<file path="config.mk">
export PLATFORM = sky130hd
export DESIGN_NAME = rtcp_timer
export DESIGN_NICKNAME = d
export VERILOG_FILES = /design/src/rtcp_pkg.sv /design/src/rtcp_timer.sv
export SDC_FILE = /design/constraint.sdc
export NUM_CORES = 1
export LEC_CHECK = 0
export BUFFER_PORTS_ARGS = -buffer_cell sky130_fd_sc_hd__buf_4
export CORE_MARGIN = 4
export CORE_UTILIZATION = 60
export CTS_BUF_LIST = sky130_fd_sc_hd__clkbuf_8
export CTS_CLUSTER_SIZE = 10
export DETAILED_ROUTE_END_ITERATION = 10
export GPL_TIMING_DRIVEN = 0
export PLACE_DENSITY = 0.87
export SYNTH_ARGS = -nofsm -noshare
export SYNTH_HDL_FRONTEND = slang
export SYNTH_SLANG_ARGS = --single-unit
</file>
<file path="constraint.sdc">
create_clock -name hclk -period 4.95 [get_ports hclk]
set_input_delay 0.99 -clock hclk [delete_from_list [all_inputs] [get_ports hclk]]
set_output_delay 0.99 -clock hclk [all_outputs]
set_load 0.1 [all_outputs]
</file>
<file path="src/rtcp_pkg.sv">
// =============================================================
// Timer unit constants and carriers
package rtcp_pkg;

   // Register byte offsets
   localparam logic [11:0] RTCP_OFF_TIME_HI = 12'h140;
   localparam logic [11:0] RTCP_OFF_TIME_LO = 12'h144;
   localparam logic [11:0] RTCP_OFF_ALARM_HI = 12'h148;
   localparam logic [11:0] RTCP_OFF_ALARM_LO = 12'h14C;
   localparam logic [11:0] RTCP_OFF_CTRL = 12'h150;
   localparam logic [11:0] RTCP_OFF_PERIOD = 12'h154;

   // Widths
   localparam int RTCP_STAGES = 5;
   localparam int RTCP_STAGE_W = 8;
   localparam int RTCP_TIME_W = 40;
   localparam int RTCP_PER_W = 16;

   // Control bit positions
   localparam int RTCP_CB_FREEZE_LOW = 7;
   localparam int RTCP_CB_FREEZE_HIGH = 6;
   localparam int RTCP_CB_FREEZE_PER = 5;
   localparam int RTCP_CB_PER_EN = 4;
   localparam int RTCP_CB_CLEAR = 3;
   localparam int RTCP_CB_FAST_TICK = 2;
   localparam int RTCP_CB_TEST_CLK = 1;
   localparam int RTCP_CB_PARALLEL = 0;
   localparam logic [7:0] RTCP_CTRL_RST = 8'h00;

   // Periodic register field positions
   localparam int RTCP_PER_COUNT_LSB = 16;
   localparam int RTCP_PER_RELOAD_LSB = 0;

   // Test reference tick: 61 us in slow clock edges, rounded up
   localparam int RTCP_SLOW_HZ = 32768;
   localparam int RTCP_TEST_TICK_US = 61;
   localparam int RTCP_TEST_TICK_EDGES =
      (RTCP_TEST_TICK_US * RTCP_SLOW_HZ + 999999) / 1000000;
   localparam logic [3:0] RTCP_TEST_TICK_LAST = 4'(RTCP_TEST_TICK_EDGES - 1);

   // AHB-Lite request from the master
   typedef struct packed {
      logic hsel;
      logic [31:0] haddr;
      logic [1:0] htrans;
      logic hwrite;
      logic [2:0] hsize;
      logic [31:0] hwdata;
      logic hready;
   } rtcp_ahb_req_t;

   // AHB-Lite response to the master
   typedef struct packed {
      logic [31:0] hrdata;
      logic hreadyout;
      logic hresp;
   } rtcp_ahb_rsp_t;

   // Whole state of the timer unit
   typedef struct packed {
      logic [1:0] slow_sync;
      logic slow_prev;
      logic [1:0] tmr_sync;
      logic tmr_prev;
      logic clk_buf;
      logic [39:0] rtc;
      logic [39:0] alarm;
      logic [7:0] ctrl;
      logic [15:0] reload;
      logic [15:0] count;
      logic run;
      logic match;
      logic roll_ev;
      logic alarm_ev;
      logic per_ev;
      logic tick;
      logic [3:0] tcnt;
      logic wr_pend;
      logic [11:0] wr_addr;
      logic [31:0] hrdata;
      logic hready;
   } rtcp_state_t;

   localparam rtcp_state_t RTCP_STATE_RST = '{hready: 1'b1, ctrl: RTCP_CTRL_RST,
                                              default: '0};

endpackage : rtcp_pkg

</file>
<file path="src/rtcp_timer.sv">
// Behaviour
// - 40-bit time counter steps once per slow crystal clock cycle.
// - Five cascaded 8-bit stages; later stage steps while all earlier stages all ones.
// - Full 40-bit wrap from all ones raises the rollover event.
// - Time counter equal to the 40-bit alarm value raises the alarm event.
// - Time count read as high word bits 7-0 and low word bits 31-0.
// - Periodic timer is a 16-bit down-counter on the timer clock, loaded from reload.
// - Enabled counter loads reload, counts down, at zero raises event and reloads.
// - Period event only while enabled; disabled zero gives no event.
// - Period events are reload plus one timer clock periods apart.
// - Control bit 7 freezes the low time stage and stops the reference tick.
// - Control bit 6 freezes the upper 32 time bits only.
// - Control bit 5 holds the periodic counter at its present value.
// - Control bit 3 forces the time counter to zero until cleared.
// - Control bit 2 makes the reference tick run at a 61 us period.
// - Control bit 1 clocks the time counter from the timer clock.
// - Control bit 0 makes all five stages step together.
// - A buffered copy of the slow crystal clock drives a dedicated output.
`timescale 1ns/1ps

module rtcp_timer (
   // Bus clock and reset
   input wire logic hclk,
   input wire logic hresetn,
   // AHB-Lite slave port
   input wire rtcp_pkg::rtcp_ahb_req_t ahb_req,
   output rtcp_pkg::rtcp_ahb_rsp_t ahb_rsp,
   // Timer clock inputs
   input wire logic slow_crystal_clock,
   input wire logic timer_tick_clock,
   // Clock copy and events
   output logic slow_clock_buffer_out,
   output logic rollover_event,
   output logic alarm_match_event,
   output logic period_event,
   output logic ref_tick_8ms
);
   import rtcp_pkg::*;

   // =============================================================
   // State and helper signals
   rtcp_state_t s_r;
   rtcp_state_t s_nxt;
   logic slow_edge;
   logic tmr_edge;
   logic src_edge;
   logic rtc_hold;
   logic [RTCP_STAGES-1:0] stage_ones;
   logic [RTCP_STAGES-1:0] below_ones;
   logic [RTCP_STAGES-1:0] stage_inc;
   logic [RTCP_TIME_W-1:0] rtc_adv;
   logic addr_ok;

   // Read view of the register map
   function automatic logic [31:0] rtcp_read(input rtcp_state_t s, input logic [11:0] a);
      logic [31:0] d;
      d = 32'h0;
      case (a)
         RTCP_OFF_TIME_HI: d = {24'h0, s.rtc[39:32]};
         RTCP_OFF_TIME_LO: d = s.rtc[31:0];
         RTCP_OFF_ALARM_HI: d = {24'h0, s.alarm[39:32]};
         RTCP_OFF_ALARM_LO: d = s.alarm[31:0];
         RTCP_OFF_CTRL: d = {24'h0, s.ctrl};
         RTCP_OFF_PERIOD: d = {s.count, s.reload};
         default: d = 32'h0;
      endcase
      return d;
   endfunction : rtcp_read

   // Edges of the synchronised timer clocks
   assign slow_edge = s_r.slow_sync[1] & ~s_r.slow_prev;
   assign tmr_edge = s_r.tmr_sync[1] & ~s_r.tmr_prev;
   // Test mode swaps the time counter source
   assign src_edge = s_r.ctrl[RTCP_CB_TEST_CLK] ? tmr_edge : slow_edge;
   assign rtc_hold = s_r.ctrl[RTCP_CB_CLEAR];

   // =============================================================
   // Cascaded 8-bit stages of the time counter
   genvar g;
   generate
      for (g = 0; g < RTCP_STAGES; g++)
      begin : g_stage
         assign stage_ones[g] = &s_r.rtc[g*RTCP_STAGE_W +: RTCP_STAGE_W];
         if (g == 0)
         begin : g_first
            assign below_ones[g] = 1'b1;
            // First stage counts each source edge while neither clear nor freeze-low is set
            assign stage_inc[g] = src_edge & ~rtc_hold &
                                  ~s_r.ctrl[RTCP_CB_FREEZE_LOW];
         end
         else
         begin : g_upper
            assign below_ones[g] = below_ones[g-1] & stage_ones[g-1];
            // Carry from all-ones lower stages, or all together in parallel mode
            assign stage_inc[g] = src_edge & ~rtc_hold & ~s_r.ctrl[RTCP_CB_FREEZE_HIGH] &
                                  (below_ones[g] | s_r.ctrl[RTCP_CB_PARALLEL]);
         end
         assign rtc_adv[g*RTCP_STAGE_W +: RTCP_STAGE_W] = stage_inc[g] ?
            s_r.rtc[g*RTCP_STAGE_W +: RTCP_STAGE_W] + 8'h01 :
            s_r.rtc[g*RTCP_STAGE_W +: RTCP_STAGE_W];
      end
   endgenerate

   // Address phase of a transfer aimed at this slave
   assign addr_ok = ahb_req.hsel & ahb_req.htrans[1] & ahb_req.hready;

   // =============================================================
   // Next-state logic
   always_comb
   begin
      s_nxt = s_r;
      // Two-stage synchronisers and clock copy
      s_nxt.slow_sync = {s_r.slow_sync[0], slow_crystal_clock};
      s_nxt.tmr_sync = {s_r.tmr_sync[0], timer_tick_clock};
      s_nxt.slow_prev = s_r.slow_sync[1];
      s_nxt.tmr_prev = s_r.tmr_sync[1];
      s_nxt.clk_buf = s_r.slow_sync[1];
      s_nxt.roll_ev = 1'b0;
      s_nxt.alarm_ev = 1'b0;
      s_nxt.per_ev = 1'b0;
      s_nxt.tick = 1'b0;

      // Time counter, clear wins over counting
      if (rtc_hold)
      begin
         s_nxt.rtc = 40'h0;
      end
      else
      begin
         s_nxt.rtc = rtc_adv;
      end
      // Wrap from all ones to zero
      s_nxt.roll_ev = ~rtc_hold & (&s_r.rtc) & (rtc_adv == 40'h0);

      // Reference tick from low stage steps
      if (stage_inc[0])
      begin
         if (s_r.ctrl[RTCP_CB_FAST_TICK])
         begin
            s_nxt.tcnt = (s_r.tcnt == RTCP_TEST_TICK_LAST) ? 4'h0 : s_r.tcnt + 4'h1;
            s_nxt.tick = (s_r.tcnt == RTCP_TEST_TICK_LAST);
         end
         else
         begin
            s_nxt.tcnt = 4'h0;
            s_nxt.tick = stage_ones[0];
         end
      end

      // Periodic down-counter
      if (!s_r.ctrl[RTCP_CB_PER_EN])
      begin
         s_nxt.run = 1'b0;
      end
      else if (!s_r.run)
      begin
         s_nxt.run = 1'b1;
         s_nxt.count = s_r.reload;
      end
      else if (tmr_edge && !s_r.ctrl[RTCP_CB_FREEZE_PER])
      begin
         if (s_r.count == 16'h0)
         begin
            s_nxt.per_ev = 1'b1;
            s_nxt.count = s_r.reload;
         end
         else
         begin
            s_nxt.count = s_r.count - 16'h1;
         end
      end

      // Data phase of a write
      if (s_r.wr_pend)
      begin
         case (s_r.wr_addr)
            RTCP_OFF_ALARM_HI: s_nxt.alarm[39:32] = ahb_req.hwdata[7:0];
            RTCP_OFF_ALARM_LO: s_nxt.alarm[31:0] = ahb_req.hwdata;
            RTCP_OFF_CTRL: s_nxt.ctrl = ahb_req.hwdata[7:0];
            RTCP_OFF_PERIOD: s_nxt.reload = ahb_req.hwdata[RTCP_PER_RELOAD_LSB +: RTCP_PER_W];
            default: s_nxt.wr_pend = 1'b0;
         endcase
      end

      // Equality with the alarm, event on becoming equal
      s_nxt.match = (s_nxt.rtc == s_nxt.alarm);
      s_nxt.alarm_ev = s_nxt.match & ~s_r.match;

      // Address phase capture and read data
      s_nxt.wr_pend = addr_ok & ahb_req.hwrite;
      s_nxt.wr_addr = ahb_req.haddr[11:0];
      s_nxt.hready = 1'b1;
      if (addr_ok && !ahb_req.hwrite)
      begin
         s_nxt.hrdata = rtcp_read(s_nxt, ahb_req.haddr[11:0]);
      end
      else
      begin
         s_nxt.hrdata = 32'h0;
      end
   end

   // State register
   always_ff @(posedge hclk or negedge hresetn)
   begin
      if (!hresetn)
      begin
         s_r <= RTCP_STATE_RST;
      end
      else
      begin
         s_r <= s_nxt;
      end
   end

   // Outputs straight from state, hresp tied to zero
   assign ahb_rsp.hrdata = s_r.hrdata;
   assign ahb_rsp.hreadyout = s_r.hready;
   assign ahb_rsp.hresp = 1'b0;
   assign slow_clock_buffer_out = s_r.clk_buf;
   assign rollover_event = s_r.roll_ev;
   assign alarm_match_event = s_r.alarm_ev;
   assign period_event = s_r.per_ev;
   assign ref_tick_8ms = s_r.tick;

   // =============================================================
   // Assertions
   property p_time_step;
      @(posedge hclk) disable iff (!hresetn)
      slow_edge && s_r.ctrl == 8'h00 |=> s_r.rtc == $past(s_r.rtc) + 40'h1;
   endproperty
   a_time_step: assert property (p_time_step)
      else $error("time counter did not step on slow edge");

   property p_upper_hold;
      @(posedge hclk) disable iff (!hresetn)
      src_edge && !stage_ones[0] && !s_r.ctrl[RTCP_CB_PARALLEL] && !rtc_hold
      |=> s_r.rtc[39:8] == $past(s_r.rtc[39:8]);
   endproperty
   a_upper_hold: assert property (p_upper_hold)
      else $error("upper stages moved without carry");

   property p_rollover;
      @(posedge hclk) disable iff (!hresetn)
      rollover_event |-> s_r.rtc == 40'h0 && $past(&s_r.rtc);
   endproperty
   a_rollover: assert property (p_rollover)
      else $error("rollover event without wrap");

   property p_alarm;
      @(posedge hclk) disable iff (!hresetn)
      alarm_match_event |-> s_r.rtc == s_r.alarm;
   endproperty
   a_alarm: assert property (p_alarm)
      else $error("alarm event without match");

   property p_read_low;
      @(posedge hclk) disable iff (!hresetn)
      addr_ok && !ahb_req.hwrite && ahb_req.haddr[11:0] == RTCP_OFF_TIME_LO
      |=> ahb_rsp.hrdata == s_r.rtc[31:0];
   endproperty
   a_read_low: assert property (p_read_low)
      else $error("low time word read wrong");

   property p_period_reload;
      @(posedge hclk) disable iff (!hresetn)
      period_event |-> $past(s_r.count) == 16'h0 && s_r.count == $past(s_r.reload);
   endproperty
   a_period_reload: assert property (p_period_reload)
      else $error("period event without zero and reload");

   property p_period_enabled;
      @(posedge hclk) disable iff (!hresetn)
      period_event |-> $past(s_r.ctrl[RTCP_CB_PER_EN]) && $past(s_r.run);
   endproperty
   a_period_enabled: assert property (p_period_enabled)
      else $error("period event while disabled");

   property p_freeze_low;
      @(posedge hclk) disable iff (!hresetn)
      s_r.ctrl[RTCP_CB_FREEZE_LOW] && !rtc_hold
      |=> s_r.rtc[7:0] == $past(s_r.rtc[7:0]) && !ref_tick_8ms;
   endproperty
   a_freeze_low: assert property (p_freeze_low)
      else $error("low stage or tick moved while frozen");

   property p_freeze_high;
      @(posedge hclk) disable iff (!hresetn)
      s_r.ctrl[RTCP_CB_FREEZE_HIGH] && !rtc_hold |=> s_r.rtc[39:8] == $past(s_r.rtc[39:8]);
   endproperty
   a_freeze_high: assert property (p_freeze_high)
      else $error("upper stages moved while frozen");

   property p_freeze_per;
      @(posedge hclk) disable iff (!hresetn)
      s_r.run && s_r.ctrl[RTCP_CB_FREEZE_PER] |=> s_r.count == $past(s_r.count) && !period_event;
   endproperty
   a_freeze_per: assert property (p_freeze_per)
      else $error("period counter moved while frozen");

   property p_clear;
      @(posedge hclk) disable iff (!hresetn)
      rtc_hold |=> s_r.rtc == 40'h0;
   endproperty
   a_clear: assert property (p_clear)
      else $error("time counter not held at zero");

   property p_buffer;
      @(posedge hclk) disable iff (!hresetn)
      $rose(s_r.slow_sync[1]) |=> slow_clock_buffer_out;
   endproperty
   a_buffer: assert property (p_buffer)
      else $error("clock copy did not follow input");

   property p_enable_load;
      @(posedge hclk) disable iff (!hresetn)
      s_r.ctrl[RTCP_CB_PER_EN] && !s_r.run |=> s_r.run && s_r.count == $past(s_r.reload);
   endproperty
   a_enable_load: assert property (p_enable_load)
      else $error("enable did not load the reload value");

   property p_period_step;
      @(posedge hclk) disable iff (!hresetn)
      s_r.run && s_r.ctrl[RTCP_CB_PER_EN] && !s_r.ctrl[RTCP_CB_FREEZE_PER] && tmr_edge &&
      s_r.count != 16'h0 |=> s_r.count == $past(s_r.count) - 16'h1 && !period_event;
   endproperty
   a_period_step: assert property (p_period_step)
      else $error("period counter did not step down");

   property p_period_idle;
      @(posedge hclk) disable iff (!hresetn)
      !s_r.ctrl[RTCP_CB_PER_EN] |=> !period_event;
   endproperty
   a_period_idle: assert property (p_period_idle)
      else $error("period event while enable clear");

   property p_tick_normal;
      @(posedge hclk) disable iff (!hresetn)
      ref_tick_8ms && !$past(s_r.ctrl[RTCP_CB_FAST_TICK]) |-> s_r.rtc[7:0] == 8'h00;
   endproperty
   a_tick_normal: assert property (p_tick_normal)
      else $error("reference tick without low stage wrap");

   property p_fast_tick;
      @(posedge hclk) disable iff (!hresetn)
      ref_tick_8ms && $past(s_r.ctrl[RTCP_CB_FAST_TICK]) |-> $past(s_r.tcnt) == RTCP_TEST_TICK_LAST;
   endproperty
   a_fast_tick: assert property (p_fast_tick)
      else $error("fast tick at wrong step");

   property p_test_source;
      @(posedge hclk) disable iff (!hresetn)
      s_r.ctrl[RTCP_CB_TEST_CLK] && !tmr_edge && !rtc_hold |=> s_r.rtc == $past(s_r.rtc);
   endproperty
   a_test_source: assert property (p_test_source)
      else $error("time counter moved without timer edge in test mode");

   property p_parallel;
      @(posedge hclk) disable iff (!hresetn)
      src_edge && s_r.ctrl[RTCP_CB_PARALLEL] && !rtc_hold && !s_r.ctrl[RTCP_CB_FREEZE_LOW] &&
      !s_r.ctrl[RTCP_CB_FREEZE_HIGH] |=> s_r.rtc[39:32] == $past(s_r.rtc[39:32]) + 8'h01 &&
      s_r.rtc[7:0] == $past(s_r.rtc[7:0]) + 8'h01;
   endproperty
   a_parallel: assert property (p_parallel)
      else $error("stages did not step together");

   property p_sync;
      @(posedge hclk) disable iff (!hresetn)
      $rose(s_r.slow_sync[1]) |-> $past(slow_crystal_clock, 2);
   endproperty
   a_sync: assert property (p_sync)
      else $error("slow clock synchroniser out of step");

   // Main scenarios
   c_rollover: cover property (@(posedge hclk) disable iff (!hresetn) rollover_event);
   c_alarm: cover property (@(posedge hclk) disable iff (!hresetn) alarm_match_event);
   c_period: cover property (@(posedge hclk) disable iff (!hresetn) period_event);
   c_tick: cover property (@(posedge hclk) disable iff (!hresetn) ref_tick_8ms);
   c_clear: cover property (@(posedge hclk) disable iff (!hresetn) rtc_hold && src_edge);

endmodule : rtcp_timer
</file>
==> results of run 1 <==
## state kept, by name, summed over array words and instances (netlist names)
signal / cells
s_nxt: 4
rollover_event: 1
rtc_hold: 1
alarm_match_event: 1
s_r: 139
ref_tick_8ms: 1
period_event: 1
ahb_rsp: 32
slow_clock_buffer_out: 1
## per-stage QoR
| stage | instance area (um2) | hold slack, ns | util (%) | power (mW) | cells |
|---|---|---|---|---|---|
| 6_report | 11200 | 0.359 | 70.0 | 2.68 | 1366 |
| 5_1_grt | 11200 | 0.364 | 70.0 | 2.77 | 1366 |
| 4_1_cts | 11200 | 0.361 | 70.0 | 2.68 | 1366 |
| 3_5_place_dp | 10800 | 0.340 | 67.7 | 1.72 | 1336 |
| 3_3_place_gp | 10800 | 0.333 | 67.5 | 1.71 | 1335 |
| 2_1_floorplan | 9860 | 0.331 | - | 1.62 | 1031 |
## where the power goes
group          internal, mW  total [mW]  switching, mW  leakage (nW)
sequential             1.50        1.51         0.0136          2.42
clock                 0.443       0.989          0.546         0.196
combinational        0.0690       0.183          0.114          2.41
## final cells by class
| cell class | instances | share of cell area (%) |
|---|---|---|
| flip-flops and latches | 181 | 40.4 |
| plain buffers | 85 | 4.12 |
| inverters | 58 | 1.94 |
| well taps | 216 | 2.41 |
| multi-input cells | 707 | 41.6 |
| clock buffers | 17 | 2.09 |
| repair buffers | 89 | 6.21 |
| clock inverters | 13 | 1.22 |
## metal layers
layer	part of all wire (%)	up-vias	track usage, %
met5	0	-	0
met4	4.2	0	13.1
li1	-	3879	-
met2	47	488	50.1
met3	8.8	104	5.29
met1	40	4143	41.6
## cell families after synthesis
logic type | count (synthesis) | share of synthesized area, %
and+or+nand+nor | 335 | 17.5
AOI/OAI and AO/OA | 227 | 15.1
DFF | 181 | 45.9
buffers and inverters | 143 | 6.89
muxes | 79 | 8.54
xor gates and xnor gates | 56 | 4.97
adders and majority gates | 8 | 1.01
other | 2 | 0.0761
## worst max-delay path, stage by stage (launching register included)
cell and delay (ns):
dfrtp_1 0.54, clkbuf_1 0.57, buf_1 0.56, clkbuf_1 0.48
nor2_1 0.10, a31oi_1 0.42, xnor2_1 0.12, a2111oi_0 0.69
nand4_1 0.20, nor4_2 0.37, and4b_1 0.29
## cells in the final DEF, fill, tap and decap left out, types with 23 or more instances in the layout
master    count
dfrtp_1     181
buf_4       122
nand2_1      91
nor2_1       72
a21oi_1      66
inv_1        60
o21ai_0      49
mux2_2       41
clkbuf_1     41
xnor2_1      41
mux2i_1      38
nand3_1      34
nor3_1       23
## worst min path at each step
stage | start | slack, ns | to
after global routing | s_nxt[182]$_DFF_PN0_ | 0.36 | s_nxt[176]$_DFF_PN0_
after CTS | s_nxt[182]$_DFF_PN0_ | 0.36 | s_nxt[176]$_DFF_PN0_
after floorplan | s_nxt[182]$_DFF_PN0_ | 0.33 | s_nxt[176]$_DFF_PN0_
after global placement | s_nxt[182]$_DFF_PN0_ | 0.33 | s_nxt[176]$_DFF_PN0_
after detailed placement | s_nxt[182]$_DFF_PN0_ | 0.34 | s_nxt[176]$_DFF_PN0_
final | s_nxt[182]$_DFF_PN0_ | 0.36 | s_nxt[176]$_DFF_PN0_
==> out/metrics.csv, run 1 <==
stage,metric,value,unit
logic_synthesis,async_reset_ff_share,100,%
clocking,cts_root_buf,clkbuf_8,
setup_path,critPathArrivalTime,4.82,ns
floorplan,num_rows,46,
layout,register_area,0.00453,mm2
clocking,holdBufCountCts,0,
placement,dp_hpwl,21000,um
timing,worst_slew_pin_slew,1.38,ns
floorplan,die-area,0.0186,mm2
detailed_routing,routedWlPerCell,20.6,um
setup_path,rrSetupSlack,0.53,ns
logic_synthesis,netlist_area,0.00986,mm2
detailed_routing,vias_per_cell,6.31,
layout,fill_cells,1204,
layout,multi_input_area,0.00465,mm2
clocking,cts_buffers,17,
clocking,postCtsSetupBuffers,0,
clocking,htreeDepth,4,
pwr,vdd_drop_max,156,uV
timing,fin_crit_sh,89.4,%
logic_synthesis,syn-num-nets,1115,
clocking,cts_resized,0,
timing,setup_ws,0.526,ns
setup_path,crit_path_end,alarm_match_event$_DFF_PN0_,
timing,fmax,226,MHz
logic_synthesis,synth_top_area_cell,dfrtp_1,
logic_synthesis,syn_area_per_cell,9.57,um2
detailed_routing,drc,0,
detailed_routing,detail-route-antenna-nets,0,
floorplan,core_region_area,0.0160,mm2
pwr,p_leak,5.03,nW
setup_path,r2r-end,alarm_match_event$_DFF_PN0_,
pwr,power_density,239,mW/mm2
layout,areaGrowthSynthToFinish,13.5,%
setup_path,r2r-start,rtc_hold$_DFF_PN0_,
global_route,gr-total-overflow,0,
clocking,cts_tree,done,
layout,diodes,0,
detailed_routing,drt_iter0_drc,1154,
setup_path,critPathLaunchType,flop,
logic_synthesis,ys_seq_area_share,45.9,%
detailed_routing,wl,28200,um
logic_synthesis,yosysMostFrequentCell,dfrtp_1,
outcome,status,finished clean,
clocking,insertion_delay,0.48,ns
run,maxCapViolations,0,
detailed_routing,vias,8614,
timing,min_period,4.42,ns
floorplan,start_util,61.6,%
setup_path,crit_type,flop to flop,
placement,place_ws,0.671,ns
min_path,whs_path_depth,0,
floorplan,die_h,136,um
timing,setup_viol,0,
logic_synthesis,ys_types,79,
logic_synthesis,synth_ff_type,dfrtp_1,
timing,rsz0062_at_grt,no,
setup_path,worst_setup_path_end_kind,flop,
global_route,grt_use_total,31.0,%
timing,tns,0,ns
logic_synthesis,synth_warnings,0,
logic_synthesis,synth_area_leaders,"dfrtp_1 (46%), mux2_2 (4.7%), mux2i_1 (3.9%), xnor2_1 (3.6%), nand2_1 (3.5%)",
floorplan,pin_count,115,
floorplan,die_w,136,um
clocking,cts_sinks,181,
global_route,grt_max_degree,112,
setup_path,reg2reg_depth,10,
logic_synthesis,ys_seq_elements,181,
placement,portBuffers,88,
min_path,hp-class,flop to flop,
detailed_routing,first_pass_iters,6,
global_route,grt_pass1_vias,8320,
logic_synthesis,syn_inst,1031,
global_route,grt_pass1_wl,44200,um
timing,fin_skew,0.0191,ns
layout,fin_nets,1223,
global_route,antenna_found_initial,0,
timing,hold_viol,0,
timing,max_slew_margin,6.87,%
timing,slew_viol_final,0,
logic_synthesis,synth_edf_count,0,
clocking,cts.path.max_buffers,2,
setup_path,cp-startpoint,rtc_hold$_DFF_PN0_,
clocking,path_clk_slew,0.10,ns
setup_path,worstPathMaxFanout,10,
setup_path,crit_required,5.35,ns
logic_synthesis,synth_top_area_share,45.9,%
placement,gp_congestion,0.960,
logic_synthesis,synthTopCellsByCount,"dfrtp_1 (181), nand2_1 (91), nor2_1 (72)",
layout,drive_gt1_share,18.3,%
(Power assumes the default switching activity.)
==> run 2: changes to the inputs <==
Settings changed: CORE_UTILIZATION 60 to 40, CTS_CLUSTER_DIAMETER from default to 150, PLACE_DENSITY 0.87 to 0.63.
==> run 2 against run 1 <==
Against the previous run:
- hold slack got worse by 0.0012 ns
- clock-buffer cell count increased by 1
- final cell count increased by 8.0%
- sequential share of layout area decreased by 0.57 points
- flip-flop and latch count unchanged
- non-clock buffer count unchanged
==> out/metrics.csv, run 2 (synthesis results as in run 1) <==
stage,metric,value,unit,change
detailed_routing,wl,29700,um,+5.5%
layout,mostFrequentLayoutCell,dfrtp_1,,
clocking,postCtsSetupBuffers,0,,unchanged
floorplan,start_util,40.6,%,-21 points
global_route,grt_use_total,22.1,%,-8.9 points
floorplan,num_rows,57,,+24%
layout,fin_cells,1475,,+8.0%
clocking,path_clk_slew,0.10,ns,about the same
detailed_routing,routedWlPerCell,20.2,um,-2.3%
pwr,p_sw,0.696,mW,+3.4%
layout,fin_nets,1223,,unchanged
clocking,insertion_delay,0.47,ns,about the same
floorplan,die_h,165,um,+21%
pwr,power,2.73,mW,+1.8%
placement,dp.cells,1444,,+8.1%
pwr,vdd_drop_max,132,uV,-15%
timing,max_slew_margin,5.86,%,-1.0 points
min_path,hold_start,s_nxt[182]$_DFF_PN0_,,
placement,dp_hpwl,22800,um,+8.5%
global_route,grt_max_degree,110,,-1.8%
detailed_routing,vias_per_cell,5.57,,-12%
min_path,hold_end,s_nxt[176]$_DFF_PN0_,,
floorplan,core_region_area,0.0243,mm2,+52%
pwr,switching_share,25.5,%,+0.40 points
floorplan,die-area,0.0272,mm2,+47%
timing,fin_crit_sh,90.1,%,+0.76 points
setup_path,reg2reg_depth,10,,unchanged
layout,largest_reg_flops,139,,unchanged
pwr,p_leak,5.02,nW,about the same
setup_path,rrSetupSlack,0.49,ns,-0.04 ns
layout,fill_cells,2316,,+92%
setup_path,worst_setup_path_end_kind,flop,,
layout,diodes,0,,unchanged
timing,rsz0062_at_grt,no,,
setup_path,r2r-end,alarm_match_event$_DFF_PN0_,,
pwr,seqPwrFrac,55.4,%,-0.9 points
layout,drive_gt1_share,18.6,%,+0.24 points
detailed_routing,drt_iter0_drc,686,,-41%
clocking,cts_root_buf,clkbuf_8,,
global_route,antenna_found_initial,0,,unchanged
timing,min_period,4.46,ns,+0.0375 ns
timing,worst_slew_pin_slew,1.40,ns,+0.0150 ns
detailed_routing,vias,8215,,-4.6%
timing,tns,0,ns,unchanged
floorplan,die_w,165,um,+21%
global_route,grt_pass1_wl,45600,um,+3.2%
layout,mostFrequentLayoutCells,"dfrtp_1 (181), buf_4 (122), nand2_1 (91)",,
run,maxCapViolations,0,,unchanged
clocking,htreeDepth,4,,unchanged
pwr,power_frac_clock,37.8,%,+0.9 points
clocking,cts_buffers,17,,unchanged
clocking,cts.path.max_buffers,2,,unchanged
layout,register_area,0.00453,mm2,unchanged
setup_path,critPathArrivalTime,4.85,ns,+0.03 ns
timing,slew_viol_final,0,,unchanged
clocking,holdBufCountCts,0,,unchanged
setup_path,critPathLaunchType,flop,,
detailed_routing,detail-route-antenna-nets,0,,unchanged
timing,hold_viol,0,,unchanged
timing,fmax,224,MHz,-0.84%
setup_path,crit_required,5.34,ns,about the same
min_path,whs_path_depth,0,,unchanged
pwr,power_density,240,mW/mm2,+0.34%
timing,fin_skew,0.00755,ns,-0.0116 ns
pwr,p_int,2.03,mW,+1.2%
min_path,hp-class,flop to flop,,
outcome,status,finished clean,,
global_route,gr-total-overflow,0,,unchanged
clocking,cts_sinks,181,,unchanged
clocking,cts_resized,0,,unchanged
detailed_routing,drc,0,,unchanged
placement,gp_congestion,0.914,,-4.9%
layout,final_cell_area,0.0114,mm2,+1.4%
layout,areaGrowthSynthToFinish,15.2,%,
placement,portBuffers,88,,unchanged
layout,fin_util,46.7,%,-23 points
pwr,p_comb_share,6.8,%,about the same
detailed_routing,first_pass_iters,5,,-1
placement,place_area,0.0110,mm2,+1.2%
clocking,cts_tree,done,,
global_route,grt_pass1_vias,8023,,-3.6%
layout,top_register,s_r,,
setup_path,r2r-start,rtc_hold$_DFF_PN0_,,
setup_path,crit_type,flop to flop,,
layout,multi_input_area,0.00465,mm2,unchanged
floorplan,pin_count,115,,unchanged
setup_path,worstPathMaxFanout,10,,unchanged
timing,setup_viol,0,,unchanged
## run 2: changes by cell type in the layout (fill, tap and decap cells not counted), sizes merged
cell and delta:
clkinvlp +2, clkbuf +1, clkinv -3, inv +1
## run 2: power by group through the flow
| stage | clock network [mW] | logic, mW | registers [mW] |
|---|---|---|---|
| 6_report | 1.03 | 0.186 | 1.51 |
| 4_1_cts | 1.06 | 0.187 | 1.51 |
| 5_1_grt | 1.11 | 0.203 | 1.51 |
| 3_5_place_dp | 0 | 0.186 | 1.54 |
| 3_3_place_gp | 0 | 0.180 | 1.54 |
| 2_1_floorplan | 0 | 0.0846 | 1.54 |
## run 2: critical path: stages (launching register included)
cell       delay, ns
dfrtp_1         0.54
clkbuf_1        0.56
buf_1           0.55
clkbuf_1        0.50
nor2_1          0.12
a31oi_1         0.44
xnor2_1         0.14
a2111oi_0       0.72
nand4_1         0.20
nor4_2          0.33
and4b_1         0.29
## run 2: through the flow
step,setup slack (ns),hold WS (ns)
after floorplan,1.16,0.331
after global placement,0.574,0.337
after detailed placement,0.574,0.338
after CTS,0.545,0.361
after global routing,0.374,0.365
final,0.489,0.358
## run 2: how the worst max path moves through the flow
stage	endpoint	start	slack (ns)
2_1_floorplan	alarm_match_event$_DFF_PN0_	slow_clock_buffer_out$_DFF_PN0_	1.16
5_1_grt	alarm_match_event$_DFF_PN0_	s_r[34]$_DFF_PN0_	0.37
4_1_cts	alarm_match_event$_DFF_PN0_	rtc_hold$_DFF_PN0_	0.55
3_3_place_gp	alarm_match_event$_DFF_PN0_	rtc_hold$_DFF_PN0_	0.57
3_5_place_dp	alarm_match_event$_DFF_PN0_	rtc_hold$_DFF_PN0_	0.57
6_report	alarm_match_event$_DFF_PN0_	rtc_hold$_DFF_PN0_	0.49
## run 2: layer usage
layer  GRT usage [%]  routed length (um)  part of all wire (%)  vias to the layer above
li1                -                   -                     -                     3872
met5               0                   0                     0                        -
met1            29.5               13000                    44                     4029
met3            3.92                1470                   5.0                       56
met4            8.36                 985                   3.3                        0
met2            36.0               14200                    48                      258
## run 2: final cells by class
cell class | instances | share of cell area, %
Clock buffer | 18 | 2.18
Sequential cell | 181 | 39.9
Multi-Input combinational cell | 707 | 41.0
Buffer | 85 | 4.06
Inverter | 58 | 1.92
Clock inverter | 13 | 1.30
Timing Repair Buffer | 89 | 6.12
Tap cell | 324 | 3.57
